**src/scc_pkg.sv**
```systemverilog
// Shared constants and types for the SYSREF clock-control register block
package scc_pkg;

    // Register addresses on the serial configuration port
    localparam logic [14:0] SCC_ADDR_CAPTURE = 15'h0029;
    localparam logic [14:0] SCC_ADDR_INPUT   = 15'h002a;
    localparam logic [14:0] SCC_ADDR_TRIM    = 15'h002b;
    localparam logic [14:0] SCC_ADDR_POS0    = 15'h002c;
    localparam logic [14:0] SCC_ADDR_POS1    = 15'h002d;
    localparam logic [14:0] SCC_ADDR_POS2    = 15'h002e;

    // Reset values
    localparam logic [7:0]  SCC_RST_CAPTURE  = 8'h00;
    localparam logic [7:0]  SCC_RST_INPUT    = 8'h00;
    localparam logic [7:0]  SCC_RST_TRIM     = 8'h11;
    localparam logic [23:0] SCC_RST_POS      = 24'h000000;

    // sysref_capture_ctrl fields
    localparam int SCC_PROC_BIT     = 6;
    localparam int SCC_RECV_BIT     = 5;
    localparam int SCC_ZOOM_BIT     = 4;
    localparam int SCC_SEL_LSB      = 0;
    localparam int SCC_SEL_W        = 4;

    // sysref_input_and_timestamp_ctrl fields
    localparam int SCC_TS_BIT       = 3;
    localparam int SCC_DEVCLK_DC_BIT = 2;
    localparam int SCC_SREF_DC_BIT  = 1;
    localparam int SCC_INVERT_BIT   = 0;

    // sampling_clock_trim_ctrl fields
    localparam int SCC_FB_GAIN_BIT  = 4;
    localparam int SCC_NOISE_BIT    = 2;
    localparam int SCC_CLKDEL_LSB   = 0;
    localparam int SCC_CLKDEL_W     = 2;

    // Status, serial frame, delay line and sample sizes
    localparam int SCC_POS_W        = 24;
    localparam int SCC_HDR_BITS     = 16;
    localparam int SCC_DATA_BITS    = 8;
    localparam int SCC_TAPS         = 16;
    localparam int SCC_SAMPLE_W     = 16;

    typedef enum logic {
        SCC_HDR,
        SCC_DATA
    } scc_spi_state_type;

endpackage

```
**src/scc_clock_ctrl.sv**
```systemverilog
// SYSREF clock-control registers behind the serial configuration port
module scc_clock_ctrl #(
    parameter int SAMPLE_W = scc_pkg::SCC_SAMPLE_W,
    parameter int TAPS     = scc_pkg::SCC_TAPS
) (
    // Clock, reset, enable
    input  wire logic                        ref_clk_in,
    input  wire logic                        resetn_in,
    input  wire logic                        ce_in,
    // Serial configuration port
    input  wire logic                        spi_sclk_in,
    input  wire logic                        spi_cs_n_in,
    input  wire logic                        spi_sdi_in,
    output logic                             spi_sdo_out,
    output logic                             spi_sdo_oe_out,
    // SYSREF pin and converter context
    input  wire logic                        sysref_in,
    input  wire logic                        output_timestamp_on_in,
    input  wire logic                        ddc_bypass_in,
    // Sample path
    input  wire logic                        sample_valid_in,
    input  wire logic [SAMPLE_W-1:0]         sample_data_in,
    output logic                             sample_valid_out,
    output logic [SAMPLE_W-1:0]              sample_data_out,
    // SYSREF processing
    output logic                             sysref_event_out,
    output logic                             sysref_receiver_on_out,
    output logic                             sysref_processor_on_out,
    // Analog clock controls
    output logic                             device_clock_dc_input_mode_out,
    output logic                             sysref_dc_input_mode_out,
    output logic                             clock_feedback_gain_out,
    output logic                             analog_supply_noise_suppress_out,
    output logic [scc_pkg::SCC_CLKDEL_W-1:0] sampling_clock_delay_trim_out
);
    import scc_pkg::*;

    localparam int SEL_W = $clog2(TAPS);

    typedef struct packed {
        // Pin synchronisers: [0] first stage, read only by [1]
        logic [2:0]              sclk_sync;
        logic [1:0]              cs_sync;
        logic [1:0]              sdi_sync;
        logic [1:0]              sref_sync;
        // Serial port
        scc_spi_state_type       spi_state;
        logic [3:0]              bitcnt;
        logic [15:0]             shift;
        logic                    rw;
        logic [14:0]             addr;
        logic [7:0]              rd_byte;
        logic                    sdo;
        logic                    sdo_oe;
        // Registers
        logic [7:0]              capture_ctrl;
        logic [7:0]              input_ctrl;
        logic [7:0]              trim_ctrl;
        logic [SCC_POS_W-1:0]    edge_position;
        // SYSREF path
        logic [SCC_POS_W-1:0]    history;
        logic                    half;
        logic                    sr_prev;
        logic                    dly_prev;
        logic                    event_pulse;
        // Outputs
        logic                    valid;
        logic [SAMPLE_W-1:0]     data;
        logic                    recv_on;
        logic                    proc_on;
        logic                    devclk_dc;
        logic                    sref_dc;
        logic                    fb_gain;
        logic                    noise_suppr;
        logic [SCC_CLKDEL_W-1:0] clk_del;
    } scc_state_type;

    scc_state_type st_reg;
    scc_state_type st_next;

    logic       cs_active;
    logic       sclk_rise;
    logic       sclk_fall;
    logic       sdi_bit;
    logic       sr_gated;
    logic       sr_rise;
    logic       sr_delayed;
    logic [2:0] out_idx;
    logic [7:0] wr_byte;
    logic [14:0] hdr_addr;
    logic [14:0] addr_inc;

    ////////////////////////////////////////////////////////////////////////
    // Register read map; unmapped addresses read zero

    function automatic logic [7:0] scc_read(input scc_state_type s, input logic [14:0] a);
        logic [7:0] r;
        r = 8'h00;
        unique case (a)
            SCC_ADDR_CAPTURE: r = s.capture_ctrl;
            SCC_ADDR_INPUT:   r = s.input_ctrl;
            SCC_ADDR_TRIM:    r = s.trim_ctrl;
            SCC_ADDR_POS0:    r = s.edge_position[7:0];
            SCC_ADDR_POS1:    r = s.edge_position[15:8];
            SCC_ADDR_POS2:    r = s.edge_position[23:16];
            default:          r = 8'h00;
        endcase
        return r;
    endfunction

    ////////////////////////////////////////////////////////////////////////
    // Combinational helpers

    assign cs_active = !st_reg.cs_sync[1];
    assign sclk_rise = st_reg.sclk_sync[1] && !st_reg.sclk_sync[2];
    assign sclk_fall = !st_reg.sclk_sync[1] && st_reg.sclk_sync[2];
    assign sdi_bit   = st_reg.sdi_sync[1];
    assign out_idx   = 3'd7 - st_reg.bitcnt[2:0];
    assign wr_byte   = {st_reg.shift[6:0], sdi_bit};
    assign hdr_addr  = {st_reg.shift[13:0], sdi_bit};
    assign addr_inc  = st_reg.addr + 15'h0001;

    // Receiver off forces a quiet SYSREF; inversion ahead of alignment
    assign sr_gated = st_reg.capture_ctrl[SCC_RECV_BIT]
                      && (st_reg.sref_sync[1] ^ st_reg.input_ctrl[SCC_INVERT_BIT]);
    assign sr_rise  = sr_gated && !st_reg.sr_prev;

    scc_tap_delay #(
        .TAPS (TAPS)
    ) u_tap_delay (
        .ref_clk_in (ref_clk_in),
        .resetn_in  (resetn_in),
        .ce_in      (ce_in),
        .fine_in    (st_reg.capture_ctrl[SCC_ZOOM_BIT]),
        .sel_in     (st_reg.capture_ctrl[SCC_SEL_LSB +: SEL_W]),
        .d_in       (sr_gated),
        .q_out      (sr_delayed)
    );

    ////////////////////////////////////////////////////////////////////////
    // Next state

    always_comb begin
        st_next = st_reg;
        if (ce_in) begin
            st_next.sclk_sync = {st_reg.sclk_sync[1:0], spi_sclk_in};
            st_next.cs_sync   = {st_reg.cs_sync[0], spi_cs_n_in};
            st_next.sdi_sync  = {st_reg.sdi_sync[0], spi_sdi_in};
            st_next.sref_sync = {st_reg.sref_sync[0], sysref_in};

            // Serial port: 16-bit header (R/W, address) then data bytes
            if (!cs_active) begin
                st_next.spi_state = SCC_HDR;
                st_next.bitcnt    = 4'h0;
                st_next.sdo       = 1'b0;
                st_next.sdo_oe    = 1'b0;
            end else begin
                if (sclk_rise) begin
                    st_next.shift  = {st_reg.shift[14:0], sdi_bit};
                    st_next.bitcnt = st_reg.bitcnt + 4'h1;
                    unique case (st_reg.spi_state)
                        SCC_HDR: begin
                            if (st_reg.bitcnt == 4'(SCC_HDR_BITS - 1)) begin
                                st_next.rw        = st_reg.shift[14];
                                st_next.addr      = hdr_addr;
                                st_next.rd_byte   = scc_read(st_reg, hdr_addr);
                                st_next.spi_state = SCC_DATA;
                                st_next.bitcnt    = 4'h0;
                            end
                        end
                        SCC_DATA: begin
                            if (st_reg.bitcnt == 4'(SCC_DATA_BITS - 1)) begin
                                // Streaming moves to the next address
                                if (!st_reg.rw) begin
                                    unique case (st_reg.addr)
                                        SCC_ADDR_CAPTURE: st_next.capture_ctrl = wr_byte;
                                        SCC_ADDR_INPUT:   st_next.input_ctrl   = wr_byte;
                                        SCC_ADDR_TRIM:    st_next.trim_ctrl    = wr_byte;
                                        default:          st_next.bitcnt       = 4'h0;
                                    endcase
                                end
                                st_next.addr    = addr_inc;
                                st_next.rd_byte = scc_read(st_reg, addr_inc);
                                st_next.bitcnt  = 4'h0;
                            end
                        end
                    endcase
                end
                // Read data shifts out on falling edges, MSB first
                if (sclk_fall && st_reg.spi_state == SCC_DATA && st_reg.rw) begin
                    st_next.sdo    = st_reg.rd_byte[out_idx];
                    st_next.sdo_oe = 1'b1;
                end
            end

            // Position history; coarse scale advances every second cycle
            st_next.half    = !st_reg.half;
            st_next.sr_prev = sr_gated;
            if (st_reg.capture_ctrl[SCC_ZOOM_BIT] || st_reg.half) begin
                st_next.history = {st_reg.history[SCC_POS_W-2:0], sr_gated};
            end
            if (sr_rise) begin
                st_next.edge_position = st_reg.history;
            end

            // Processor acts on delayed SYSREF rising edges only when enabled
            st_next.dly_prev    = sr_delayed;
            st_next.event_pulse = st_reg.capture_ctrl[SCC_PROC_BIT]
                                  && sr_delayed && !st_reg.dly_prev;

            // Sample path with optional SYSREF timestamp in the LSB
            st_next.valid = sample_valid_in;
            st_next.data  = sample_data_in;
            if (st_reg.input_ctrl[SCC_TS_BIT] && output_timestamp_on_in
                && ddc_bypass_in) begin
                st_next.data[0] = sr_delayed;
            end

            st_next.recv_on     = st_reg.capture_ctrl[SCC_RECV_BIT];
            st_next.proc_on     = st_reg.capture_ctrl[SCC_PROC_BIT];
            st_next.devclk_dc   = st_reg.input_ctrl[SCC_DEVCLK_DC_BIT];
            st_next.sref_dc     = st_reg.input_ctrl[SCC_SREF_DC_BIT];
            st_next.fb_gain     = st_reg.trim_ctrl[SCC_FB_GAIN_BIT];
            st_next.noise_suppr = st_reg.trim_ctrl[SCC_NOISE_BIT];
            st_next.clk_del     = st_reg.trim_ctrl[SCC_CLKDEL_LSB +: SCC_CLKDEL_W];
        end
    end

    ////////////////////////////////////////////////////////////////////////
    // State register

    always_ff @(posedge ref_clk_in or negedge resetn_in) begin
        if (!resetn_in) begin
            st_reg               <= '0;
            st_reg.spi_state     <= SCC_HDR;
            st_reg.sclk_sync     <= 3'h0;
            st_reg.cs_sync       <= 2'h3;
            st_reg.capture_ctrl  <= SCC_RST_CAPTURE;
            st_reg.input_ctrl    <= SCC_RST_INPUT;
            st_reg.trim_ctrl     <= SCC_RST_TRIM;
            st_reg.edge_position <= SCC_RST_POS;
            st_reg.fb_gain       <= SCC_RST_TRIM[SCC_FB_GAIN_BIT];
            st_reg.clk_del       <= SCC_RST_TRIM[SCC_CLKDEL_LSB +: SCC_CLKDEL_W];
        end else begin
            st_reg <= st_next;
        end
    end

    assign spi_sdo_out                      = st_reg.sdo;
    assign spi_sdo_oe_out                   = st_reg.sdo_oe;
    assign sample_valid_out                 = st_reg.valid;
    assign sample_data_out                  = st_reg.data;
    assign sysref_event_out                 = st_reg.event_pulse;
    assign sysref_receiver_on_out           = st_reg.recv_on;
    assign sysref_processor_on_out          = st_reg.proc_on;
    assign device_clock_dc_input_mode_out   = st_reg.devclk_dc;
    assign sysref_dc_input_mode_out         = st_reg.sref_dc;
    assign clock_feedback_gain_out          = st_reg.fb_gain;
    assign analog_supply_noise_suppress_out = st_reg.noise_suppr;
    assign sampling_clock_delay_trim_out    = st_reg.clk_del;
endmodule

```
**src/scc_tap_delay.sv**
```systemverilog
// Selectable SYSREF capture delay line with coarse and fine step scale
module scc_tap_delay #(
    parameter int TAPS = scc_pkg::SCC_TAPS
) (
    // Clock, reset and enable
    input  wire logic                   ref_clk_in,
    input  wire logic                   resetn_in,
    input  wire logic                   ce_in,
    // Control
    input  wire logic                   fine_in,
    input  wire logic [$clog2(TAPS)-1:0] sel_in,
    // Data
    input  wire logic                   d_in,
    output logic                        q_out
);
    import scc_pkg::*;

    localparam int LEN = 2 * TAPS;

    typedef struct packed {
        logic [LEN-1:0] line;
        logic           q;
    } scc_tap_state_type;

    scc_tap_state_type st_reg;
    scc_tap_state_type st_next;
    logic [LEN-1:0]    line_shift;

    // One stage per position of the line
    genvar g;
    generate
        for (g = 0; g < LEN; g++) begin : g_line
            if (g == 0) begin : g_head
                assign line_shift[g] = d_in;
            end else begin : g_body
                assign line_shift[g] = st_reg.line[g-1];
            end
        end
    endgenerate

    always_comb begin
        st_next = st_reg;
        if (ce_in) begin
            st_next.line = line_shift;
            // Fine scale steps one cycle per tap, coarse two
            if (fine_in) begin
                st_next.q = st_reg.line[sel_in];
            end else begin
                st_next.q = st_reg.line[{sel_in, 1'b1}];
            end
        end
    end

    always_ff @(posedge ref_clk_in or negedge resetn_in) begin
        if (!resetn_in) begin
            st_reg <= '0;
        end else begin
            st_reg <= st_next;
        end
    end

    assign q_out = st_reg.q;
endmodule

```
**config.mk**
```make
export PLATFORM = sky130hd
export DESIGN_NAME = scc_clock_ctrl
export DESIGN_NICKNAME = d
export VERILOG_FILES = /design/src/scc_pkg.sv /design/src/scc_clock_ctrl.sv /design/src/scc_tap_delay.sv
export SDC_FILE = /design/constraint.sdc
export NUM_CORES = 1
export LEC_CHECK = 0
export BUFFER_PORTS_ARGS = -buffer_cell sky130_fd_sc_hd__buf_2
export CAP_MARGIN = 0
export CORE_MARGIN = 2
export CORE_UTILIZATION = 30
export DETAILED_ROUTE_END_ITERATION = 7
export HOLD_SLACK_MARGIN = 0.05
export SETUP_SLACK_MARGIN = 0.2
export SLEW_MARGIN = 20
export SYNTH_ARGS = -nofsm -noshare
export SYNTH_HDL_FRONTEND = slang
export SYNTH_HIERARCHICAL = 1
export SYNTH_SLANG_ARGS = --single-unit
```
**constraint.sdc**
```tcl
create_clock -name ref_clk_in -period 6.95 [get_ports ref_clk_in]
set_clock_uncertainty 0.05 [all_clocks]
set_input_delay 1.39 -clock ref_clk_in [delete_from_list [all_inputs] [get_ports ref_clk_in]]
set_output_delay 1.39 -clock ref_clk_in [all_outputs]
set_load 0.02 [all_outputs]
```
==> impl_metrics.csv <==
group,metric,value,unit
yosys,netlist_top_cells_count,"dfrtp_1, mux2_2, clkbuf_1, nand2_1, nor2_1",
critical_path,reg2reg_depth,6,
layout,fin_nets,783,
timing,setup_tns,0,ps
timing,rsz0062_at_grt,"false",
floorplanning,die_w,180,um
critical_path,cp_slowest_stage_delay,670,ps
layout,final_util,34.0,%
yosys,yosys-top-cells-area,"dfrtp_1, mux2_2, mux2i_1",
clocking,cts_root_buf,"clkbuf_16",
yosys,synth_ff_type,"dfrtp_1",
timing,hold_violations,0,
clocking,clk_pin_slew_worst_paths,70,ps
layout,nFillCells,3022,
floorplanning,die_h,180,um
yosys,synthesis.nets,771,
yosys,synth_edf_count,0,
worst_hold_path,worstHoldEndpoint,"st_reg[28]$_DFFE_PN0P_",
timing,finalSetupViolCount,0,
yosys,synth_top_area_share,49.3,%
critical_path,cp-end-kind,"register",
timing,period_needed,3740,ps
timing,max_freq,268,MHz
timing,tightest_slew,940,ps
yosys,yosysWarnings,6,
placed_design,hpwl,13700,um
yosys,synthCells,740,
yosys,syn_area_per_cell,12.6,um2
critical_path,cp-start-kind,"input pin",
routing,detail-route-antenna-nets,0,
yosys,synth-seq-cells,189,
power,power.total,2.44,mW
critical_path,worstPathMaxFanout,42,
clocking,htreeDepth,4,
critical_path,crit_chain,"buf_4 -> nor4bb_4 -> buf_4 -> inv_1 -> nor2_1 -> nand2_1 -> mux2_2",
global_route,grt_pass1_vias,6003,
critical_path,worstPathArrival,4010,ps
layout,diodes,0,
global_route,grt_max_degree,136,
critical_path,path_common_cell,"buf_4",
power,power.density,234,nW/um2
routing,drt_iter0_drc,473,
clocking,cts_buffers,17,
job,maxCapViolCount,0,
floorplanning,pin_count,54,
critical_path,cp.required,7220,ps
clocking,clk_latency,440,ps
layout,largest_register_ffs,113,
routing,drt_wl_total,20600,um
routing,drt-pass1-iter-count,6,
routing,avgViaCountPerCell,5.19,
placed_design,port_buffers,53,
floorplanning,initial_core_util,30.4,%
clocking,post_cts_resized,0,
timing,slew_headroom,37.0,%
floorplanning,placementRows,64,
floorplanning,die_area,32400,um2
yosys,syn_area,9300,um2
global_route,gr-total-overflow,0,
yosys,yosysMostFrequentCell,"dfrtp_1",
worst_hold_path,hold_class,"reg -> reg",
global_route,grt_pass1_wl,33900,um
power,p_leak,4.78,nW
yosys,yosysUniqueCellTypes,69,
critical_path,slowest_stage,"nor2_1",
timing,drv_slew,0,
yosys,synth_area_leader_cell,"dfrtp_1",
layout,syn_to_final_growth,11.9,%
critical_path,rrSetupSlack,4000,ps
routing,num_vias,6022,
clocking,cts_sinks,189,
clocking,cts_tree,"done",
worst_hold_path,worstHoldStart,"st_reg[28]$_DFFE_PN0P_",
layout,drive_above_1_share,38.7,%
yosys,seq_area_frac_synth,51.0,%
layout,stdcell_count,1161,
yosys,async_reset_ff_share,100,%
clocking,cts_setup_buffers,0,
routing,route.detailed.drc,0,
status,outcome,"finished, final reports clean",
critical_path,timing.rr.end,"st_reg[99]$_DFFE_PN0P_",
clocking,hold_buffers,0,
power,ir_worst_vdd,0.166,mV
critical_path,crit_type,"in -> reg",
floorplanning,core_area,30600,um2
global_route,antenna_found_initial,0,
timing,period_share,53.8,%
placed_design,dpl.cell_count,1128,
routing,wire_per_inst,17.8,um
global_route,track_usage,13.1,%
critical_path,r2r-start,"st_reg[147]$_DFFE_PN0P_",
placed_design,gp_congestion,0.844,
worst_hold_path,hold-path-cell-count,1,
clocking,cts_buffer_depth,2,
-- through the flow --
step / cell area [um2] / hold slack, ps / setup slack, ps
2_1_floorplan: 9300 / 394 / 4080
3_3_place_gp: 9750 / 429 / 2860
3_5_place_dp: 9750 / 435 / 2810
4_1_cts: 10400 / 449 / 3280
5_1_grt: 10400 / 469 / 3030
6_report: 10400 / 444 / 3210
-- per-layer routing --
| metal | GRT usage (%) | routed length [um] | vias up |
|---|---|---|---|
| met3 | 2.43 | 677 | 25 |
| met5 | 0 | 0 | - |
| met1 | 17.8 | 9590 | 3127 |
| met2 | 20.8 | 9940 | 99 |
| met4 | 4.74 | 416 | 0 |
| li1 | - | - | 2771 |
-- worst max-delay path, delay by kind of cell --
| kind | cells | cell delay [ps] |
|---|---|---|
| muxes | 1 | 350 |
| and+or+nand+nor | 3 | 1410 |
| buffers and inverters | 3 | 840 |
-- final cells by class --
| class | instances | area [um2] | share of cell area [%] |
|---|---|---|---|
| clock buffer | 17 | 425 | 4.09 |
| multi-input combinational | 466 | 4130 | 39.7 |
| timing repair buffer | 60 | 350 | 3.37 |
| inverter | 18 | 67.6 | 0.650 |
| sequential | 189 | 4740 | 45.5 |
| tap | 396 | 495 | 4.76 |
| clock inverter | 15 | 191 | 1.84 |
-- power by group --
group | switching (mW) | internal, mW | total [mW] | leakage (nW)
Sequential | 0.0985 | 1.14 | 1.24 | 2.51
Clock | 0.506 | 0.494 | 0.999 | 0.295
Combinational | 0.0981 | 0.101 | 0.199 | 1.97
-- cells by family (layout without fill, tap and decap cells) --
| logic type | Yosys count | count (layout) | synth area share (%) |
|---|---|---|---|
| adder cells (fa/ha/maj) | 5 | 5 | 0.673 |
| AO/OA/AOI/OAI | 115 | 115 | 8.68 |
| AND/OR/NAND/NOR | 136 | 136 | 8.67 |
| flip-flops | 189 | 189 | 51.0 |
| buffers and inverters | 85 | 110 | 4.79 |
| multiplexers | 202 | 202 | 25.4 |
| XOR/XNOR | 8 | 8 | 0.835 |
-- how the worst max path moves through the flow --
stage	from	to	slack, ps	depth (start not counted)
6_report	ce_in	st_reg[126]$_DFFE_PN0P_	3210	7
5_1_grt	ce_in	st_reg[126]$_DFFE_PN0P_	3030	7
4_1_cts	ce_in	st_reg[126]$_DFFE_PN0P_	3280	7
3_5_place_dp	ce_in	st_reg[126]$_DFFE_PN0P_	2810	7
3_3_place_gp	ce_in	st_reg[126]$_DFFE_PN0P_	2860	7
2_1_floorplan	ce_in	st_reg[99]$_DFFE_PN0P_	4080	6
-- layout by cell type, fill, tap and decap left out, types with 6 or more instances in the layout --
cell and n:
a21oi_1 20, inv_1 18, nor3_1 6, nor2b_1 7, clkbuf_16 17, buf_4 7
o21ai_0 16, clkinv_8 6, a31oi_1 7, a22o_1 6, buf_2 51, dfstp_2 6
dfrtp_1 183, nand4_1 13, nand2b_1 8, mux2_2 171, a222oi_1 6, nor2_1 24
nand3_1 16, nand2_1 25, a22oi_1 8, mux2i_1 18, mux4_2 7, o22ai_1 19
a32oi_1 7
No activity file was read; power rests on OpenSTA's default activity.
